`config.mk`:
```
export PLATFORM = sky130hd
export DESIGN_NAME = uhr_read_hw
export DESIGN_NICKNAME = d
export VERILOG_FILES = /design/src/rtl/uhr_pkg.sv /design/src/rtl/uhr_fields_if.sv /design/src/rtl/uhr_field_dec.sv /design/src/rtl/uhr_read_hw.sv
export SDC_FILE = /design/constraint.sdc
export NUM_CORES = 1
export LEC_CHECK = 0
export ABC_AREA = 1
export BUFFER_PORTS_ARGS = -buffer_cell sky130_fd_sc_hd__clkbuf_2
export CORE_AREA = 2 2 416 418
export CTS_BUF_LIST = sky130_fd_sc_hd__clkbuf_4
export DETAILED_ROUTE_END_ITERATION = 12
export DIE_AREA = 0 0 418 420
export GPL_ROUTABILITY_DRIVEN = 0
export PLACE_DENSITY = 0.31
export SYNTH_ARGS = -nofsm -noshare
export SYNTH_HDL_FRONTEND = slang
export SYNTH_SLANG_ARGS = --single-unit
```
`constraint.sdc`:
```
create_clock -name sys_clk_i -period 2.9 [get_ports sys_clk_i]
set_input_delay 0.435 -clock sys_clk_i [delete_from_list [all_inputs] [get_ports sys_clk_i]]
set_output_delay 0.435 -clock sys_clk_i [all_outputs]
set_load 0.01 [all_outputs]
```
`src/rtl/uhr_pkg.sv`:
```
// Purpose: constants for the user hardware register read decoder
// Assumes: 64-bit datapath, 32 gprs
// Notes:   field positions and register numbers of the read instruction
package uhr_pkg;
  localparam int          XLEN            = 64;
  localparam int          OPC_HI          = 31;
  localparam int          OPC_LO          = 26;
  localparam int          ZERO_A_HI       = 25;
  localparam int          ZERO_A_LO       = 21;
  localparam int          DEST_HI         = 20;
  localparam int          DEST_LO         = 16;
  localparam int          RNUM_HI         = 15;
  localparam int          RNUM_LO         = 11;
  localparam int          ZERO_B_HI       = 10;
  localparam int          ZERO_B_LO       = 9;
  localparam int          SEL_HI          = 8;
  localparam int          SEL_LO          = 6;
  localparam int          FUNC_HI         = 5;
  localparam int          FUNC_LO         = 0;
  localparam logic [5:0]  SPECIAL_THREE_OPCODE = 6'h1f;
  localparam logic [5:0]  READ_HW_FUNC    = 6'h3b;
  localparam logic [4:0]  HWR_CPU_INDEX   = 5'h00;
  localparam logic [4:0]  HWR_SYNC_STEP   = 5'h01;
  localparam logic [4:0]  HWR_CYCLE_COUNT = 5'h02;
  localparam logic [4:0]  HWR_CC_RES      = 5'h03;
  localparam logic [4:0]  HWR_PERF        = 5'h04;
  localparam logic [4:0]  HWR_PAIRED_ATOM = 5'h05;
  localparam logic [4:0]  HWR_THREAD_PTR  = 5'h1d;
  localparam logic [4:0]  HWR_IMPL_A      = 5'h1e;
  localparam logic [4:0]  HWR_IMPL_B      = 5'h1f;
  localparam logic [2:0]  SEL_LEGACY      = 3'h0;
  localparam int          PERF_PAIRS      = 4;
  localparam int          CPU_INDEX_W     = 10;
  localparam logic [63:0] RESET_DATA      = 64'h0;
  localparam logic [31:0] ISR_OFF         = 32'h0;
  localparam logic [31:0] IMR_OFF         = 32'h4;
  localparam int          EV_DONE         = 0;
  localparam int          EV_RSVD         = 1;
  localparam int          EV_W            = 2;
endpackage

```
`src/rtl/uhr_fields_if.sv`:
```
// Purpose: decoded fields of one instruction word
// Assumes: filled by the decoder leaf, read by the top
// Notes:   none
`timescale 1ns/10ps
`default_nettype none
interface uhr_fields_if;
  logic       is_op;
  logic [4:0] dest;
  logic [4:0] rnum;
  logic [2:0] sel;
  modport dec (output is_op, output dest, output rnum, output sel);
  modport use_side (input is_op, input dest, input rnum, input sel);
endinterface
`default_nettype wire

```
`src/rtl/uhr_field_dec.sv`:
```
// Purpose: split an instruction word into the read fields
// Assumes: word valid in the same cycle
// Notes:   purely combinational
`timescale 1ns/10ps
`default_nettype none
module uhr_field_dec
  import uhr_pkg::*;
(
  // instruction
  input  wire logic [31:0] instr_i,
  // fields
  uhr_fields_if.dec        fld
);
  assign fld.is_op = (instr_i[OPC_HI:OPC_LO] == SPECIAL_THREE_OPCODE)
                   && (instr_i[FUNC_HI:FUNC_LO] == READ_HW_FUNC)
                   && (instr_i[ZERO_A_HI:ZERO_A_LO] == 5'h00)
                   && (instr_i[ZERO_B_HI:ZERO_B_LO] == 2'h0);
  assign fld.dest  = instr_i[DEST_HI:DEST_LO];
  assign fld.rnum  = instr_i[RNUM_HI:RNUM_LO];
  assign fld.sel   = instr_i[SEL_HI:SEL_LO];
endmodule // uhr_field_dec
`default_nettype wire

```
`src/rtl/uhr_read_hw.sv`:
```
// Purpose: execute the user read of privileged hardware values
// Assumes: one instruction per valid cycle, answer one cycle later
// Notes:   small register port holds the event status and mask
//
// Overview of operation
// - decode opcode 011111, function 111011, zero bits 25..21, 10..9.
// - permitted read sign-extends the value into destination gpr.
// - read permitted when cp0 enabled or mask bit for number set.
// - not permitted or unimplemented number raises reserved exception.
// - newest revision: undefined select for the number raises reserved exception.
// - number 0 returns cpu index from exception base register.
// - number 1 returns cache sync step, zero if none needed.
// - number 2 returns the cycle counter.
// - number 3 returns cycles between counter increments.
// - number 4 returns perf control on even select, counter on odd.
// - number 5 returns paired atomic absent bit zero-extended.
// - numbers 6 to 28 reserved, reading raises reserved exception.
// - number 29 returns thread pointer when implemented.
// - numbers 30, 31 implementation values, else reserved exception.
// - first revision treats the whole instruction as reserved.
// - 64-bit values pass with 64-bit ops, otherwise sign-extended.
// - select zero keeps the legacy register numbering.
//
// Added by the designer: strobed register access and the register offsets.
`timescale 1ns/10ps
`default_nettype none
module uhr_read_hw
  import uhr_pkg::*;
(
  // clock and reset
  input  wire logic                  sys_clk_i,
  input  wire logic                  rst_i,
  // instruction issue
  input  wire logic                  instr_valid_i,
  input  wire logic [31:0]           instr_i,
  // architecture state
  input  wire logic                  rev_newest_i,
  input  wire logic                  rev_first_i,
  input  wire logic                  cp0_enabled_i,
  input  wire logic                  ops64_enabled_i,
  input  wire logic [31:0]           hw_read_enable_mask_i,
  // hardware values
  input  wire logic [31:0]           exception_base_reg_i,
  input  wire logic [31:0]           cache_sync_step_i,
  input  wire logic [31:0]           cycle_count_view_i,
  input  wire logic [31:0]           cycle_count_resolution_i,
  input  wire logic [XLEN*2*PERF_PAIRS-1:0] perf_counter_pair_i,
  input  wire logic                  perf_is_64_i,
  input  wire logic                  paired_atomic_absent_i,
  input  wire logic                  thread_ptr_impl_i,
  input  wire logic [XLEN-1:0]       thread_pointer_reg_i,
  input  wire logic                  impl_a_present_i,
  input  wire logic                  impl_b_present_i,
  input  wire logic [XLEN-1:0]       impl_a_value_i,
  input  wire logic [XLEN-1:0]       impl_b_value_i,
  // result
  output logic                       gpr_we_o,
  output logic [4:0]                 gpr_addr_o,
  output logic [XLEN-1:0]            gpr_data_o,
  output logic                       rsvd_exc_o,
  // register port
  input  wire logic [31:0]           reg_addr_i,
  input  wire logic [31:0]           reg_wdata_i,
  input  wire logic                  reg_wr_i,
  input  wire logic                  reg_rd_i,
  output logic [31:0]                reg_rdata_o,
  output logic                       irq_o
);
  import uhr_pkg::*;

  uhr_fields_if fld ();

  uhr_field_dec u_dec (
    .instr_i (instr_i),
    .fld     (fld)
  );

  typedef enum logic [2:0] {
    UHR_IDLE = 3'b001,
    UHR_DONE = 3'b010,
    UHR_TRAP = 3'b100
  } uhr_state_type;

  uhr_state_type          state_r;
  uhr_state_type          state_nxt;
  logic                   permit;
  logic                   implemented;
  logic [XLEN-1:0]        value;
  logic                   do_op;
  logic [EV_W-1:0]        isr_r;
  logic [EV_W-1:0]        imr_r;
  logic [2:0]             perf_idx;
  logic [XLEN-1:0]        perf_word;

  function automatic logic [XLEN-1:0] sext32(input logic [31:0] v);
    sext32 = {{(XLEN-32){v[31]}}, v};
  endfunction

  // wide values keep all bits only with 64-bit ops enabled
  function automatic logic [XLEN-1:0] sext_if32(input logic [XLEN-1:0] v,
                                                 input logic         wide,
                                                 input logic         en64);
    if (wide && en64) begin
      sext_if32 = v;
    end else begin
      sext_if32 = sext32(v[31:0]);
    end
  endfunction

  assign do_op    = instr_valid_i && fld.is_op;
  assign perf_idx = fld.sel;
  assign perf_word = perf_counter_pair_i[perf_idx*XLEN +: XLEN];

  assign permit = cp0_enabled_i || hw_read_enable_mask_i[fld.rnum];

  // value select and implementation check
  always_comb begin
    value       = RESET_DATA;
    implemented = 1'b0;
    if (fld.rnum == HWR_PERF) begin
      // select indexes control/counter pairs on newest revision only
      implemented = rev_newest_i && ({1'b0, fld.sel} < 4'(2*PERF_PAIRS));
      value       = sext_if32(perf_word, perf_is_64_i, ops64_enabled_i);
    end else if (fld.sel == SEL_LEGACY) begin
      unique case (fld.rnum)
        HWR_CPU_INDEX: begin
          implemented = 1'b1;
          value = sext32({22'h0, exception_base_reg_i[CPU_INDEX_W-1:0]});
        end
        HWR_SYNC_STEP: begin
          implemented = 1'b1;
          value = sext32(cache_sync_step_i);
        end
        HWR_CYCLE_COUNT: begin
          implemented = 1'b1;
          value = sext32(cycle_count_view_i);
        end
        HWR_CC_RES: begin
          implemented = 1'b1;
          value = sext32(cycle_count_resolution_i);
        end
        HWR_PAIRED_ATOM: begin
          implemented = rev_newest_i;
          value = {63'h0, paired_atomic_absent_i};
        end
        HWR_THREAD_PTR: begin
          implemented = thread_ptr_impl_i;
          value = sext_if32(thread_pointer_reg_i, 1'b1, ops64_enabled_i);
        end
        HWR_IMPL_A: begin
          implemented = impl_a_present_i;
          value = sext_if32(impl_a_value_i, 1'b1, ops64_enabled_i);
        end
        HWR_IMPL_B: begin
          implemented = impl_b_present_i;
          value = sext_if32(impl_b_value_i, 1'b1, ops64_enabled_i);
        end
        default: begin
          implemented = 1'b0;
          value = RESET_DATA;
        end
      endcase
    end else begin
      // nonzero select on a single-instance register
      implemented = !rev_newest_i;
      unique case (fld.rnum)
        HWR_CPU_INDEX, HWR_SYNC_STEP, HWR_CYCLE_COUNT, HWR_CC_RES: begin
          value = RESET_DATA;
        end
        default: begin
          implemented = 1'b0;
          value = RESET_DATA;
        end
      endcase
      implemented = 1'b0;
    end
  end

  // outcome of the current issue slot
  always_comb begin
    state_nxt = UHR_IDLE;
    if (do_op) begin
      if (rev_first_i || !permit || !implemented) begin
        state_nxt = UHR_TRAP;
      end else begin
        state_nxt = UHR_DONE;
      end
    end
  end

  always_ff @(posedge sys_clk_i) begin
    if (rst_i) begin
      state_r <= UHR_IDLE;
    end else begin
      state_r <= state_nxt;
    end
  end

  // write-back port, one cycle after issue
  always_ff @(posedge sys_clk_i) begin
    if (rst_i) begin
      gpr_we_o   <= 1'b0;
      gpr_addr_o <= 5'h00;
      gpr_data_o <= RESET_DATA;
    end else begin
      gpr_we_o   <= (state_nxt == UHR_DONE);
      if (state_nxt == UHR_DONE) begin
        gpr_addr_o <= fld.dest;
        gpr_data_o <= value;
      end
    end
  end

  always_ff @(posedge sys_clk_i) begin
    if (rst_i) begin
      rsvd_exc_o <= 1'b0;
    end else begin
      rsvd_exc_o <= (state_nxt == UHR_TRAP);
    end
  end

  // sticky event status, read clears, set beats clear
  always_ff @(posedge sys_clk_i) begin
    if (rst_i) begin
      isr_r <= '0;
    end else begin
      isr_r <= ((reg_rd_i && reg_addr_i == ISR_OFF) ? '0 : isr_r)
             | {state_nxt == UHR_TRAP, state_nxt == UHR_DONE};
    end
  end

  always_ff @(posedge sys_clk_i) begin
    if (rst_i) begin
      imr_r <= '0;
    end else if (reg_wr_i && reg_addr_i == IMR_OFF) begin
      imr_r <= reg_wdata_i[EV_W-1:0];
    end
  end

  always_ff @(posedge sys_clk_i) begin
    if (rst_i) begin
      reg_rdata_o <= 32'h0;
    end else if (reg_rd_i) begin
      unique case (reg_addr_i)
        ISR_OFF: reg_rdata_o <= {30'h0, isr_r};
        IMR_OFF: reg_rdata_o <= {30'h0, imr_r};
        default: reg_rdata_o <= 32'h0;
      endcase
    end else begin
      reg_rdata_o <= 32'h0;
    end
  end

  always_ff @(posedge sys_clk_i) begin
    if (rst_i) begin
      irq_o <= 1'b0;
    end else begin
      irq_o <= |(isr_r & imr_r);
    end
  end

endmodule // uhr_read_hw
`default_nettype wire

```
==> flow_summary.json <==
{
  "detail-route-antenna-nets": 0,
  "powerDensity_nw_per_um2": 191,
  "drive_above_1_share_pct": 30.4,
  "required_ps": 3480,
  "hold_depth": 5,
  "skew_ps": 1.26,
  "end_kind": "register",
  "core_area_um2": 171000,
  "max_stage_delay_ps": 450,
  "wl_per_cell_um": 21.9,
  "overflow": 0,
  "synthToLayoutAreaGrowth_pct": 65.6,
  "grt_pass1_vias": 21700,
  "clock_path_buffers": 2,
  "vdd.ir_drop.worst_uv": 136,
  "setup_viol": 0,
  "min_period_ps": 2060,
  "port_buffers": 995,
  "crit_top_cell": "nand3_1",
  "leakage_nw": 12.3,
  "dominantRegCellSynth": "dfxtp_1",
  "clkTransAtPathRegs_ps": 170,
  "via_per_inst": 3.57,
  "drc": 0,
  "cp.depth": 12,
  "cp_top_family": "simple AND/OR/NAND/NOR gates",
  "cts_made_buffers": 9,
  "synth_cell_types": 26,
  "synth_enable_flop_cells": 0,
  "antenna_found_initial": 47,
  "yosysSeqAreaShare_pct": 11.5,
  "rsz0062_at_grt": "no",
  "first_pass_iters": 5,
  "die_h_um": 420,
  "async_flop_share_pct": 0,
  "synth_area_um2": 13500,
  "grt_usage_pct": 14.7,
  "maxCapViolCount": 0,
  "cp_num_buf_inv": 4,
  "drt_iter0_markers": 1410,
  "cts_tree": "built",
  "worst_r2r_path_depth": 4,
  "insertion_delay_ps": 640,
  "max_slew_margin_pct": 41.2,
  "status": "finished clean",
  "fin_util_pct": 13.1,
  "min_path_type": "in2reg",
  "fp-row-count": 152,
  "period_share_pct": 70.9,
  "avgSynthCellArea_um2": 4.57,
  "synth-seq-cells": 78,
  "max_freq_mhz": 486,
  "grt_pass1_wl_um": 177000,
  "place_hpwl_um": 117000,
  "root_buffer": "clkbuf_4",
  "arrival_ps": 2630,
  "yosysWarningCount": 0,
  "final_net_count": 4898,
  "fp.dieW_um": 418,
  "h-tree-depth": 3,
  "nFillCells": 20500,
  "cp_cell_sequence": "buf_6, buf_12, buf_4, nand3_1, nand3_1, nand3_1, buf_4, nand2_1, a21oi_1, nand4_1, nand2_1, nor2_1",
  "worstSetupPathType": "in2reg",
  "hold_violations": 0,
  "worstPathMaxFanout": 35,
  "clock_sinks": 78,
  "wl_um": 135000,
  "report.final.slew_viol_count": 0,
  "setup.worst_path.start_class": "input pin",
  "cts_setup_buffers": 0,
  "setup_tns_ps": 0,
  "postSynthCellCount": 2959,
  "io_pins": 1078,
  "start_util_pct": 7.92,
  "die_area_um2": 176000,
  "critPathSlowestCell": "nand3_1",
  "vias": 22000,
  "grt_max_degree": 97,
  "worst_slew_pin_slew_ps": 883
}
==> registers in the layout, summed over array words and instances, names as in the netlist <==
register	count
gpr_addr_o	5
imr_r	2
reg_rdata_o	2
isr_r	2
rsvd_exc_o	1
gpr_we_o	1
gpr_data_o	64
irq_o	1
==> worst reg2reg max path: stages (launching register included) <==
cell and delay (ps):
dfxtp_1 460, inv_1 60, nand2_1 60, inv_1 40, nor2_1 90
==> per-stage QoR <==
step                hold slack [ps]  instances  instance area (µm²)  worst slack (ps)  power [mW]
floorplan                       439       2988                13600               849        2.06
global placement                472       6142                22200              29.0        3.46
detailed placement              477       6142                22200              39.3        3.46
CTS                            15.0       6162                22400               871        4.43
global route                   48.5       6166                22400               757        4.65
finish                          124       6171                22400               843        4.29
==> final cells by class <==
cell class	count	area [µm²]	share of cell area [%]
antenna	9	22.5	0.100
clock inverter	7	80.1	0.357
timing repair buffer	1161	6760	30.2
sequential	78	1560	6.97
clock buffer	9	67.6	0.301
inverter	370	1400	6.26
multi-input combinational	2304	9720	43.4
tap	2233	2790	12.5
==> cells in the mapped netlist (4+ instances only) <==
cell type	n	share of area, %
buf_2	47	1.7
a21oi_1	49	1.8
nor4_1	8	0.37
nand4_1	78	3.6
buf_1	48	1.3
buf_4	30	1.7
nor3_1	4	0.15
dfxtp_1	78	12
o21ai_0	136	5.0
inv_2	4	0.11
o22ai_1	21	0.97
nand2_1	1169	32
clkbuf_1	111	3.1
nor2_1	487	14
o211ai_1	21	1.2
nand3_1	291	11
inv_1	365	10
==> final timing paths <==
check                                     from        endpoint  slack (ps)
worst max-delay path                instr_i[7]  gpr_data_o[60]         840
worst min-delay path               instr_i[16]   gpr_addr_o[0]         120
worst min register to register        isr_r[0]        isr_r[0]         500
worst max register to register  gpr_data_o[42]  gpr_data_o[42]        2160
==> cell families after synthesis <==
kind of cell           share of synthesized area (%)
other                                         0.0277
DFF                                             11.5
AOI/OAI and AO/OA                               9.09
buffers and inverters                           18.1
and+or+nand+nor                                 61.3
==> layout by cell type, fill, tap and decap left out <==
cell and count:
diode_2 9, and3_1 1, buf_4 124, clkbuf_2 991, conb_1 30, o22ai_1 21, nor3b_1 2, nand3_1 288
nand3_2 2, buf_12 40, and3_4 1, clkbuf_4 9, dlygate4sd3_1 4, nor3_1 3, nand2_1 1169, nor4_1 8
o211ai_1 21, nor3_2 1, inv_8 2, buf_8 1, nand4_1 78, nand3_4 2, clkinvlp_4 1, o21a_1 2
clkinv_2 3, bufinv_16 1, o21ai_0 136, or2_2 1, inv_2 2, inv_6 3, nor2_1 481, inv_4 2
inv_1 363, dfxtp_1 78, nor2_4 8, a21oi_1 49, buf_6 1
==> repair_timing <==
item,4_1_cts,5_1_grt
gates resized for setup,0,0
endpoints found under the setup margin,0,0
endpoints found under the hold margin,8,0
hold buffers,4,0
==> metal layers <==
layer | part of all wire (%) | global-route usage, % | wire, µm
met1 | 37 | 16.0 | 50400
met4 | 1.8 | 2.47 | 2440
met2 | 56 | 29.6 | 75600
met5 | 0.13 | 0 | 171
met3 | 4.9 | 2.33 | 6600
==> where the power goes <==
group	switching [mW]	total [mW]	leakage [nW]	internal, mW
Clock	0.626	0.900	0.0793	0.274
Combinational	1.38	2.31	11.6	0.937
Sequential	0.0000000404	1.07	0.628	1.07
Total	2.00	4.29	12.3	2.28
No activity file was read; power rests on OpenSTA's default activity.
